<file path="config.mk">
export PLATFORM = sky130hd
export DESIGN_NAME = vmf_fault_check
export DESIGN_NICKNAME = d
export VERILOG_FILES = /design/src/hw/vmf_pkg.sv /design/src/hw/vmf_fault_check.sv
export SDC_FILE = /design/constraint.sdc
export NUM_CORES = 1
export LEC_CHECK = 0
export BUFFER_PORTS_ARGS = -buffer_cell sky130_fd_sc_hd__buf_2
export CAP_MARGIN = 20
export CELL_PAD_IN_SITES_DETAIL_PLACEMENT = 1
export CELL_PAD_IN_SITES_GLOBAL_PLACEMENT = 1
export CORE_MARGIN = 2
export CORE_UTILIZATION = 49
export DETAILED_ROUTE_END_ITERATION = 16
export PLACE_DENSITY = 0.82
export SLEW_MARGIN = 0
export SYNTH_ARGS = -nofsm -noshare
export SYNTH_HDL_FRONTEND = slang
export SYNTH_SLANG_ARGS = --single-unit
</file>
<file path="constraint.sdc">
create_clock -name clk_i -period 4.4 [get_ports clk_i]
set_input_delay 0.22 -clock clk_i [delete_from_list [all_inputs] [get_ports clk_i]]
set_output_delay 0.22 -clock clk_i [all_outputs]
set_load 0.005 [all_outputs]
</file>
<file path="src/hw/vmf_pkg.sv">
// package for the virtualization instruction fault check block
// assumes a single core clock and a synchronous active-high reset
package vmf_pkg;

  // ----------------------------------------------------------------
  // register map (word offsets in bytes)
  // ----------------------------------------------------------------
  localparam logic [7:0] REG_CTRL = 8'h00;
  localparam logic [7:0] REG_CAP = 8'h04;
  localparam logic [7:0] REG_SEG = 8'h08;
  localparam logic [7:0] REG_REQ = 8'h0C;
  localparam logic [7:0] REG_DESC_LO = 8'h10;
  localparam logic [7:0] REG_DESC_HI = 8'h14;
  localparam logic [7:0] REG_EVENT = 8'h18;
  localparam logic [7:0] REG_RESULT = 8'h1C;
  localparam logic [7:0] REG_ERRNUM = 8'h20;
  localparam logic [7:0] REG_FLUSHES = 8'h24;

  // ----------------------------------------------------------------
  // field positions
  // ----------------------------------------------------------------
  // ctrl: mode and privilege state of the core
  localparam int CTRL_VIRT_ON = 0;
  localparam int CTRL_NONROOT = 1;
  localparam int CTRL_V86 = 2;
  localparam int CTRL_LONG_ACT = 3;
  localparam int CTRL_CS_LONG = 4;
  localparam int CTRL_REAL = 5;
  localparam int CTRL_CPL_LO = 6;
  localparam int CTRL_CPL_HI = 7;
  // cap: capability bits as seen by software
  localparam int CAP_SEC_TAG = 0;
  localparam int CAP_FLUSH_OP = 1;
  localparam int CAP_TYPE_LO = 4;
  localparam int CAP_TYPE_HI = 7;
  localparam int SEC_TAG_BIT = 37;
  localparam int FLUSH_OP_BIT = 32;
  // seg: memory operand checks
  localparam int SEG_LIMIT_BAD = 0;
  localparam int SEG_UNUSABLE = 1;
  localparam int SEG_EXEC_ONLY = 2;
  localparam int SEG_IS_STACK = 3;
  localparam int SEG_NONCANON = 4;
  localparam int SEG_PAGE_MISS = 5;
  localparam int SEG_PF_LO = 8;
  localparam int SEG_PF_HI = 15;
  // req: instruction launch
  localparam int REQ_GO = 0;
  localparam int REQ_TYPE_LO = 4;
  localparam int REQ_TYPE_HI = 7;
  localparam int REQ_TYPE_HIGH_NZ = 8;
  // event: error event launch
  localparam int EVT_GO = 0;
  localparam int EVT_CODE_LO = 8;
  localparam int EVT_CODE_HI = 12;
  // result layout
  localparam int RES_DONE = 0;
  localparam int RES_FAIL = 1;
  localparam int RES_SUCC = 2;
  localparam int RES_FLT_LO = 4;
  localparam int RES_FLT_HI = 6;
  localparam int RES_CODE_LO = 8;
  localparam int RES_CODE_HI = 15;
  localparam int RES_TAG_LO = 16;
  localparam int RES_TAG_HI = 31;

  // ----------------------------------------------------------------
  // reset values and constants
  // ----------------------------------------------------------------
  localparam logic [31:0] CTRL_RST = 32'h0000_0000;
  localparam logic [31:0] CAP_RST = 32'h0000_0000;
  localparam logic [3:0] FLUSH_TYPE_KEEP_GLOBAL = 4'h3;
  localparam logic [15:0] TAG_ZERO = 16'h0000;
  localparam logic [31:0] BUS_UNMAPPED = 32'h0000_0000;

  // fault kinds reported in result
  typedef enum logic [2:0] {
    VMF_FLT_NONE,
    VMF_FLT_UD,
    VMF_FLT_GP,
    VMF_FLT_SS,
    VMF_FLT_PF,
    VMF_FLT_EXIT
  } vmf_fault_t;

  // error numbers for the per-guest instruction error field
  localparam logic [7:0] ERR_CALL_IN_ROOT = 8'h01;
  localparam logic [7:0] ERR_CLEAR_BAD_ADDR = 8'h02;
  localparam logic [7:0] ERR_CLEAR_ENTRY_REGION = 8'h03;
  localparam logic [7:0] ERR_LAUNCH_NOT_CLEAR = 8'h04;
  localparam logic [7:0] ERR_RESUME_NOT_LAUNCHED = 8'h05;
  localparam logic [7:0] ERR_RESUME_AFTER_LEAVE = 8'h06;
  localparam logic [7:0] ERR_ENTRY_BAD_CTRL = 8'h07;
  localparam logic [7:0] ERR_ENTRY_BAD_HOST = 8'h08;
  localparam logic [7:0] ERR_LOAD_BAD_ADDR = 8'h09;
  localparam logic [7:0] ERR_LOAD_ENTRY_REGION = 8'h0A;
  localparam logic [7:0] ERR_LOAD_BAD_REV = 8'h0B;
  localparam logic [7:0] ERR_FIELD_UNSUPPORTED = 8'h0C;
  localparam logic [7:0] ERR_FIELD_READ_ONLY = 8'h0D;
  localparam logic [7:0] ERR_ENTER_IN_ROOT = 8'h0F;
  localparam logic [7:0] ERR_DUAL_FIRST = 8'h10;
  localparam logic [7:0] ERR_DUAL_RESERVED = 8'h15;
  localparam logic [7:0] ERR_DUAL_LAST = 8'h19;
  localparam logic [7:0] ERR_SMM_RET_BAD_CTRL = 8'h19;
  localparam logic [7:0] ERR_ENTRY_SS_BLOCK = 8'h1A;
  localparam logic [7:0] ERR_FLUSH_BAD_OPERAND = 8'h1C;
  localparam logic [7:0] ERR_NONE = 8'h00;

  // error event codes written to the event register
  typedef enum logic [4:0] {
    VMF_EV_CALL_IN_ROOT,
    VMF_EV_ENTER_IN_ROOT,
    VMF_EV_CLEAR_BAD_ADDR,
    VMF_EV_CLEAR_ENTRY_REGION,
    VMF_EV_LAUNCH_NOT_CLEAR,
    VMF_EV_RESUME_NOT_LAUNCHED,
    VMF_EV_RESUME_AFTER_LEAVE,
    VMF_EV_LOAD_BAD_ADDR,
    VMF_EV_LOAD_ENTRY_REGION,
    VMF_EV_LOAD_BAD_REV,
    VMF_EV_FIELD_UNSUPPORTED,
    VMF_EV_FIELD_READ_ONLY,
    VMF_EV_ENTRY_BAD_CTRL,
    VMF_EV_ENTRY_BAD_HOST,
    VMF_EV_ENTRY_SS_BLOCK,
    VMF_EV_SMM_RET_BAD_CTRL,
    VMF_EV_DUAL_BAD_EXEC_PTR,
    VMF_EV_DUAL_EXEC_NOT_LAUNCHED,
    VMF_EV_DUAL_EXEC_NOT_REGION,
    VMF_EV_DUAL_NOT_CLEAR,
    VMF_EV_DUAL_BAD_EXIT_CTRL,
    VMF_EV_DUAL_BAD_SEG_REV,
    VMF_EV_DUAL_LEAVE_ACTIVE,
    VMF_EV_DUAL_BAD_FEATURES
  } vmf_event_t;

endpackage : vmf_pkg

</file>
<file path="src/hw/vmf_fault_check.sv">
// fault check and error numbering unit for virtualization instructions
// assumes classic wishbone slave access, 32-bit data, one core clock
// How it works
// RQ1: type 3 flushes tag bits 15:0, keeps globals
// RQ2: zero tag fails invalid-operand, no invalidation
// RQ3: nonzero privilege level gives protection fault zero
// RQ4: outside 64-bit, segment limit breach gives protection fault
// RQ5: unusable data segment gives protection fault zero
// RQ6: execute-only code source gives protection fault zero
// RQ7: paging miss or violation gives page fault
// RQ8: stack limit or unusable stack gives stack fault
// RQ9: no virtualization or capability bits clear: invalid opcode
// RQ10: real, virtual-8086, compatibility modes: invalid opcode
// RQ11: 64-bit non-canonical: protection or stack fault
// RQ12: failing instructions load an error number
// RQ13: bad flush operand records error 28
// RQ14: call in root 1, enter in root 15
// RQ15: clear bad address 2, entry region 3
// RQ16: launch 4, resume 5, resume after leave 6
// RQ17: pointer load errors 9, 10, 11
// RQ18: unsupported field 12, read-only write 13
// RQ19: entry errors 7, 8, 26
// RQ20: dual-monitor failures use errors 16 to 25
// RQ21: failed management-mode return gives 25, not 7
// RQ22: one failing cause reported, any check order
// RQ23: unsupported type or nonzero high descriptor fails
// RQ24: reserved error numbers are never produced
module vmf_fault_check
  import vmf_pkg::*;
#(
  parameter int TAG_W = 16
) (
  input wire logic clk_i, // core clock
  input wire logic rst_i, // synchronous reset, active high
  input wire logic cyc_i, // wishbone cycle
  input wire logic stb_i, // wishbone strobe
  input wire logic we_i, // wishbone write enable
  input wire logic [7:0] adr_i, // wishbone byte address
  input wire logic [3:0] sel_i, // wishbone byte selects
  input wire logic [31:0] dat_i, // wishbone write data
  output logic [31:0] dat_o, // wishbone read data
  output logic ack_o, // wishbone acknowledge
  output logic flush_o, // one-cycle invalidate strobe
  output logic [TAG_W-1:0] flush_tag_o, // tag to invalidate
  output logic flush_keep_global_o // global translations kept
);

  // ----------------------------------------------------------------
  // state
  // ----------------------------------------------------------------
  logic [31:0] ctrl, next_ctrl;
  logic [31:0] cap, next_cap;
  logic [31:0] seg, next_seg;
  logic [31:0] desc_lo, next_desc_lo;
  logic [31:0] desc_hi, next_desc_hi;
  logic [31:0] result, next_result;
  logic [7:0] errnum, next_errnum;
  logic [15:0] flushes, next_flushes;
  logic [31:0] rdata, next_rdata;
  logic ack, next_ack;
  logic flush, next_flush;
  logic [TAG_W-1:0] ftag, next_ftag;

  // ----------------------------------------------------------------
  // decode helpers
  // ----------------------------------------------------------------
  logic bus_req;
  logic wr_req;
  logic [31:0] wmask;
  logic go_flush;
  logic go_event;
  logic [3:0] req_type;
  logic [15:0] tag_val;
  logic ud_hit;
  logic gp_hit;
  logic ss_hit;
  logic pf_hit;
  logic in_long;
  logic type_ok;
  vmf_fault_t fault;
  logic op_fail;
  logic [7:0] ev_err;

  // wishbone request and byte-lane mask
  assign bus_req = cyc_i && stb_i && !ack;
  assign wr_req = bus_req && we_i;
  assign wmask = {{8{sel_i[3]}}, {8{sel_i[2]}}, {8{sel_i[1]}}, {8{sel_i[0]}}};
  assign go_flush = wr_req && adr_i == REG_REQ && sel_i[0] && dat_i[REQ_GO];
  assign go_event = wr_req && adr_i == REG_EVENT && sel_i[0] && dat_i[EVT_GO];
  assign req_type = dat_i[REQ_TYPE_HI:REQ_TYPE_LO];
  assign tag_val = desc_lo[15:0]; // RQ1
  assign in_long = ctrl[CTRL_LONG_ACT];

  // fault priority: opcode, exit, protection, stack, page
  always_comb begin
    // RQ9 RQ10
    ud_hit = !ctrl[CTRL_VIRT_ON] || ctrl[CTRL_V86] || ctrl[CTRL_REAL]
             || (in_long && !ctrl[CTRL_CS_LONG])
             || !cap[CAP_SEC_TAG] || !cap[CAP_FLUSH_OP];
    gp_hit = ctrl[CTRL_CPL_HI:CTRL_CPL_LO] != 2'h0; // RQ3
    if (!in_long) begin
      // RQ4 RQ5 RQ6
      gp_hit = gp_hit || (!seg[SEG_IS_STACK] && (seg[SEG_LIMIT_BAD] || seg[SEG_UNUSABLE]))
               || seg[SEG_EXEC_ONLY];
      // RQ8
      ss_hit = seg[SEG_IS_STACK] && (seg[SEG_LIMIT_BAD] || seg[SEG_UNUSABLE]);
    end else begin
      // RQ11
      gp_hit = gp_hit || (!seg[SEG_IS_STACK] && seg[SEG_NONCANON]);
      ss_hit = seg[SEG_IS_STACK] && seg[SEG_NONCANON];
    end
    pf_hit = seg[SEG_PAGE_MISS]; // RQ7
    if (ud_hit) begin
      fault = VMF_FLT_UD;
    end else if (ctrl[CTRL_NONROOT]) begin
      fault = VMF_FLT_EXIT;
    end else if (gp_hit) begin
      fault = VMF_FLT_GP;
    end else if (ss_hit) begin
      fault = VMF_FLT_SS;
    end else if (pf_hit) begin
      fault = VMF_FLT_PF;
    end else begin
      fault = VMF_FLT_NONE;
    end
  end

  // operand checks for the type-3 flush
  always_comb begin
    type_ok = req_type == FLUSH_TYPE_KEEP_GLOBAL && !dat_i[REQ_TYPE_HIGH_NZ]
              && cap[CAP_TYPE_LO + 3]; // RQ23
    op_fail = !type_ok || desc_lo[31:16] != 16'h0000 || desc_hi != 32'h0000_0000 // RQ23
              || tag_val == TAG_ZERO; // RQ2
  end

  // error event code to error number, one cause per event
  always_comb begin
    unique case (vmf_event_t'(dat_i[EVT_CODE_HI:EVT_CODE_LO]))
      VMF_EV_CALL_IN_ROOT: ev_err = ERR_CALL_IN_ROOT; // RQ14
      VMF_EV_ENTER_IN_ROOT: ev_err = ERR_ENTER_IN_ROOT; // RQ14
      VMF_EV_CLEAR_BAD_ADDR: ev_err = ERR_CLEAR_BAD_ADDR; // RQ15
      VMF_EV_CLEAR_ENTRY_REGION: ev_err = ERR_CLEAR_ENTRY_REGION; // RQ15
      VMF_EV_LAUNCH_NOT_CLEAR: ev_err = ERR_LAUNCH_NOT_CLEAR; // RQ16
      VMF_EV_RESUME_NOT_LAUNCHED: ev_err = ERR_RESUME_NOT_LAUNCHED; // RQ16
      VMF_EV_RESUME_AFTER_LEAVE: ev_err = ERR_RESUME_AFTER_LEAVE; // RQ16
      VMF_EV_LOAD_BAD_ADDR: ev_err = ERR_LOAD_BAD_ADDR; // RQ17
      VMF_EV_LOAD_ENTRY_REGION: ev_err = ERR_LOAD_ENTRY_REGION; // RQ17
      VMF_EV_LOAD_BAD_REV: ev_err = ERR_LOAD_BAD_REV; // RQ17
      VMF_EV_FIELD_UNSUPPORTED: ev_err = ERR_FIELD_UNSUPPORTED; // RQ18
      VMF_EV_FIELD_READ_ONLY: ev_err = ERR_FIELD_READ_ONLY; // RQ18
      VMF_EV_ENTRY_BAD_CTRL: ev_err = ERR_ENTRY_BAD_CTRL; // RQ19 RQ22
      VMF_EV_ENTRY_BAD_HOST: ev_err = ERR_ENTRY_BAD_HOST; // RQ19 RQ22
      VMF_EV_ENTRY_SS_BLOCK: ev_err = ERR_ENTRY_SS_BLOCK; // RQ19
      VMF_EV_SMM_RET_BAD_CTRL: ev_err = ERR_SMM_RET_BAD_CTRL; // RQ21
      VMF_EV_DUAL_BAD_EXEC_PTR: ev_err = ERR_DUAL_FIRST; // RQ20
      VMF_EV_DUAL_EXEC_NOT_LAUNCHED: ev_err = ERR_DUAL_FIRST + 8'h01; // RQ20
      VMF_EV_DUAL_EXEC_NOT_REGION: ev_err = ERR_DUAL_FIRST + 8'h02; // RQ20
      VMF_EV_DUAL_NOT_CLEAR: ev_err = ERR_DUAL_FIRST + 8'h03; // RQ20
      VMF_EV_DUAL_BAD_EXIT_CTRL: ev_err = ERR_DUAL_FIRST + 8'h04; // RQ20
      VMF_EV_DUAL_BAD_SEG_REV: ev_err = ERR_DUAL_RESERVED + 8'h01; // RQ20 RQ24
      VMF_EV_DUAL_LEAVE_ACTIVE: ev_err = ERR_DUAL_RESERVED + 8'h02; // RQ20
      VMF_EV_DUAL_BAD_FEATURES: ev_err = ERR_DUAL_LAST - 8'h01; // RQ20
      default: ev_err = ERR_NONE; // RQ24
    endcase
  end

  // ----------------------------------------------------------------
  // register and instruction next-state logic
  // ----------------------------------------------------------------
  always_comb begin
    next_ctrl = ctrl;
    next_cap = cap;
    next_seg = seg;
    next_desc_lo = desc_lo;
    next_desc_hi = desc_hi;
    next_result = result;
    next_errnum = errnum;
    next_flushes = flushes;
    next_ftag = ftag;
    next_flush = 1'b0;
    next_ack = bus_req;
    next_rdata = BUS_UNMAPPED;
    if (wr_req) begin
      unique case (adr_i)
        REG_CTRL: next_ctrl = (ctrl & ~wmask) | (dat_i & wmask);
        REG_CAP: next_cap = (cap & ~wmask) | (dat_i & wmask);
        REG_SEG: next_seg = (seg & ~wmask) | (dat_i & wmask);
        REG_DESC_LO: next_desc_lo = (desc_lo & ~wmask) | (dat_i & wmask);
        REG_DESC_HI: next_desc_hi = (desc_hi & ~wmask) | (dat_i & wmask);
        default: begin
        end
      endcase
    end
    if (go_flush) begin
      next_result = 32'h0000_0000;
      next_result[RES_DONE] = 1'b1;
      next_result[RES_FLT_HI:RES_FLT_LO] = fault;
      next_result[RES_TAG_HI:RES_TAG_LO] = tag_val;
      if (fault == VMF_FLT_PF) begin
        next_result[RES_CODE_HI:RES_CODE_LO] = seg[SEG_PF_HI:SEG_PF_LO]; // RQ7
      end
      if (fault == VMF_FLT_NONE) begin
        if (op_fail) begin
          next_result[RES_FAIL] = 1'b1; // RQ2 RQ23
          next_errnum = ERR_FLUSH_BAD_OPERAND; // RQ12 RQ13
        end else begin
          next_result[RES_SUCC] = 1'b1; // RQ2
          next_flush = 1'b1; // RQ1
          next_ftag = tag_val[TAG_W-1:0]; // RQ1
          next_flushes = flushes + 16'h0001;
        end
      end
    end else if (go_event && ev_err != ERR_NONE) begin
      next_errnum = ev_err; // RQ12
      next_result = 32'h0000_0000;
      next_result[RES_DONE] = 1'b1;
      next_result[RES_FAIL] = 1'b1;
    end
    if (bus_req && !we_i) begin
      unique case (adr_i)
        REG_CTRL: next_rdata = ctrl;
        REG_CAP: next_rdata = cap;
        REG_SEG: next_rdata = seg;
        REG_DESC_LO: next_rdata = desc_lo;
        REG_DESC_HI: next_rdata = desc_hi;
        REG_RESULT: next_rdata = result;
        REG_ERRNUM: next_rdata = {24'h00_0000, errnum};
        REG_FLUSHES: next_rdata = {16'h0000, flushes};
        default: next_rdata = BUS_UNMAPPED;
      endcase
    end
  end

  // registers
  always_ff @(posedge clk_i) begin
    if (rst_i) begin
      ctrl <= CTRL_RST;
      cap <= CAP_RST;
      seg <= 32'h0000_0000;
      desc_lo <= 32'h0000_0000;
      desc_hi <= 32'h0000_0000;
      result <= 32'h0000_0000;
      errnum <= ERR_NONE;
      flushes <= 16'h0000;
      rdata <= 32'h0000_0000;
      ack <= 1'b0;
      flush <= 1'b0;
      ftag <= '0;
    end else begin
      ctrl <= next_ctrl;
      cap <= next_cap;
      seg <= next_seg;
      desc_lo <= next_desc_lo;
      desc_hi <= next_desc_hi;
      result <= next_result;
      errnum <= next_errnum;
      flushes <= next_flushes;
      rdata <= next_rdata;
      ack <= next_ack;
      flush <= next_flush;
      ftag <= next_ftag;
    end
  end

  // outputs straight from flip-flops
  assign dat_o = rdata;
  assign ack_o = ack;
  assign flush_o = flush;
  assign flush_tag_o = ftag;
  assign flush_keep_global_o = flush; // RQ1

endmodule : vmf_fault_check

</file>
==> impl_summary.md <==
Run status
The flow ran to the end, and the final reports show no timing, DRC or antenna violations.

Timing
The post-route clock period utilization is 0.683. Setup violations remaining at the end of the flow were counted as 0. The final hold violation count came to 0.

Static timing analysis puts the maximum clock frequency at 0.333 GHz. Setup repair after global routing left no endpoint under its margin. The final setup TNS is 0 ns. The final period demand of the worst path is 3.01 ns.

The final count of pins violating max slew is 0. For the pin with the worst max-slew slack, the measured transition is 1.10 ns. The setup clock skew after layout is 0.00861 ns. The relative max-transition margin is 0.266.

Yosys
After synthesis, the cell types taking the most area are dfxtp_1, mux2i_1, nor2_1, a22oi_1, a21oi_1. Of the total synthesized cell area, the portion taken by XOR and XNOR cells is 0.00163. The number of enable-type register cells in the synthesized netlist is 0. The distinct cell type count of the synthesized netlist is 54. After synthesis, the largest family of logic cells by area is compound AO/OA/AOI/OAI gates. Among all flip-flop cells after synthesis, the most frequent one is dfxtp_1. The mux cell area share after synthesis is 0.125.

The average size of a mapped cell is 9.10 sq um. The number of instances in the synthesized netlist is 1181. The post-synthesis sequential area ratio is 0.486. After synthesis the netlist holds a flip-flop and latch count of 261.

The synthesized-area fraction occupied by ao, oa, aoi and oai cells is 0.188. The cell type contributing the most total cell area after synthesis is dfxtp_1. The share of synthesized area in the top cell type comes to 0.486. Of the total synthesized cell area, the portion taken by full adders, half adders and majority gates is 0.00698. Counting flops with an async set or reset pin after synthesis yields a share of 0.

The simple-gate area share of the yosys netlist is 0.161. The number of nets in the synthesized netlist is 1236. The number of warnings printed during yosys synthesis is 0.

The synthesized netlist occupies a cell area of 0.0107 sq mm.

Setup path
The required time of the critical path is 4.80 ns. The arrival time of data at the critical path endpoint is 3.40 ns. The largest fanout of any net on the critical path is 14. The critical path in this run is classified as flip-flop to flip-flop. The nature of the critical path endpoint is a flip-flop.

The kind of launch point of the worst setup path is a flip-flop.

Layout
The diode insertion count for antenna repair is 0. The register area is 0.00523 sq mm. The library cell used most frequently in the layout, excluding fill and tap cells, is dfxtp_1. After filler insertion, the fill cell instance count of the layout stands at 2527.

In the layout the commonest cells are dfxtp_1, nor2_1, mux2i_1. For this run, the post-layout net count is 1338. The layout-stage area growth over the synthesis result is 18.3%. The area of combinational cells with multiple inputs is 0.00519 sq mm.

The share of cells above drive strength 1 is 0.143.

Drt
The iteration-0 DRC count of the detailed router is 925. Detailed routing inserted a total of 10100 vias. The mean routed wirelength per cell is 24.1 um. Using the TritonRoute via totals, the vias-per-cell ratio works out to 6.34.

The first detailed-routing pass ran for 5 iterations. The wire length after detailed routing is 38200 um. For this run, design rule violations remaining after detail routing come to 0. The remaining antenna violation count is 0.

Clock network
The number of sinks on the clock net is 261. The longest clock path from root to sink contains 3 buffers. The CTS root buffer is clkbuf_16. The clock tree from TritonCTS is built. CTS built an H-tree with a depth of 1. Clock-pin slew was measured on the worst setup and hold paths at 0.06 ns.

The clock reaches the later pin of the worst-skew pair after 0.55 ns. Clock tree synthesis inserted a total of 28 buffers.

Worst hold path
The type of the most critical hold path is primary input to flip-flop.

Power and ir drop
The worst voltage drop across the vdd grid is 0.000290 V. The completed layout was analyzed and its total power is 5.04 mW. For this design the static power due to leakage is 4.70 nW. The total power density per cell area is 396 mW/mm^2.

Placement
Port buffering added 99 buffers. The detailed placement HPWL is 24700 um. Routability-driven placement finished with a final weighted congestion of 0.913.

Floorplan
The horizontal die dimension is 152 um. The core region is 0.0217 sq mm. The die covers 0.0231 sq mm. After floorplanning, the core was divided into 54 placement rows. The initial core utilization is 0.496. Measured along the y axis, the die boundary spans 152 um. The I/O pin total is 100.

GRT
Summed over all layers, the global routing overflow is 0. The via count of the first global-routing pass is 10300. Entering global routing, the biggest net connects 88 pins. The global router's overall resource usage is 0.320. The first global-routing pass estimated 59100 um of wire. The number of antenna violations at the first check in global routing is 0.

Flow run
The tool flagged a number of max-cap violations equal to 0.
what timing repair did:
action / in CTS / in global routing
gates resized for setup: 0 / 0
setup endpoints to repair: 0 / 0
buffers inserted: 0 / 0
hold buffers: 24 / 0
endpoints found under the hold margin: 36 / 0
worst paths after layout:
| check | start | end | slack [ns] | cells past startpoint |
|---|---|---|---|---|
| hold reg to reg | result[2]$_SDFFE_PP0P_ | result[2]$_SDFFE_PP0P_ | 0.46 | 1 |
| setup reg to reg | ack_o$_SDFF_PP0_ | flip-flop | 1.39 | 5 |
| setup / recovery | ack_o$_SDFF_PP0_ | flip-flop | 1.39 | 5 |
| hold / removal | dat_i[3] | flip-flop | 0.03 | 3 |
synth_stat cells, drive strengths merged, types with 4 or more instances:
library cell / number
ha: 6
o22ai: 4
a41oi: 4
clkbuf: 73
a21oi: 95
o21ai: 55
a221oi: 4
nor4: 20
nor4b: 5
a22oi: 66
buf: 4
nand3: 25
and3: 9
a222oi: 4
nand4: 7
a211oi: 4
dfxtp: 261
mux2i: 132
nor2: 173
or3: 11
a22o: 33
a31oi: 27
o31ai: 9
nand2: 86
inv: 11
nor3: 11
or4: 9
report_power, final:
part / switching, mW / total, mW / internal, mW
logic: 0.125 / 0.180 / 0.0545
registers: 0.000565 / 2.36 / 2.36
clock network: 0.995 / 2.49 / 1.50
cell type report:
cell class                      instances  share of cell area
Clock buffer                           35              0.0620
Sequential cell                       261               0.411
Timing Repair Buffer                  149              0.0738
Clock inverter                         16              0.0144
Tap cell                              280              0.0276
Inverter                               11             0.00325
Multi-Input combinational cell        832               0.408
routing by layer:
layer	GRT usage	up-vias	wire, um
met5	0	-	0
met4	0.161	0	1760
met3	0.0650	122	3170
met2	0.493	463	17000
met1	0.428	4946	16200
li1	-	4519	-
cell families after synthesis:
logic type               count (synthesis)
AND/OR/NAND/NOR                        376
flip-flops                             261
XOR/XNOR                                 2
buffers and inverters                   88
AO/OA/AOI/OAI                          314
multiplexers                           134
adder cells (fa/ha/maj)                  6
critical path, stage by stage (launching register included):
cell	delay, ns
dfxtp_1	0.33
and4b_1	0.70
nand2_1	0.50
nor2_1	0.92
mux2i_1	0.32
nor2_1	0.08
per-stage QoR:
step | utilization | worst slack (ns) | hold slack (ns) | cells | cell area (sq um)
6_report | 0.586 | 1.39 | 0.0276 | 1584 | 12700
5_1_grt | 0.586 | 1.18 | 0.0167 | 1584 | 12700
4_1_cts | 0.586 | 1.39 | 0.00183 | 1582 | 12700
3_5_place_dp | 0.530 | 1.33 | 0.446 | 1507 | 11500
3_3_place_gp | 0.530 | 1.35 | 0.437 | 1507 | 11500
2_1_floorplan | - | 1.83 | 0.350 | 1181 | 10700
Note: power is estimated with default switching activity, not from simulation.
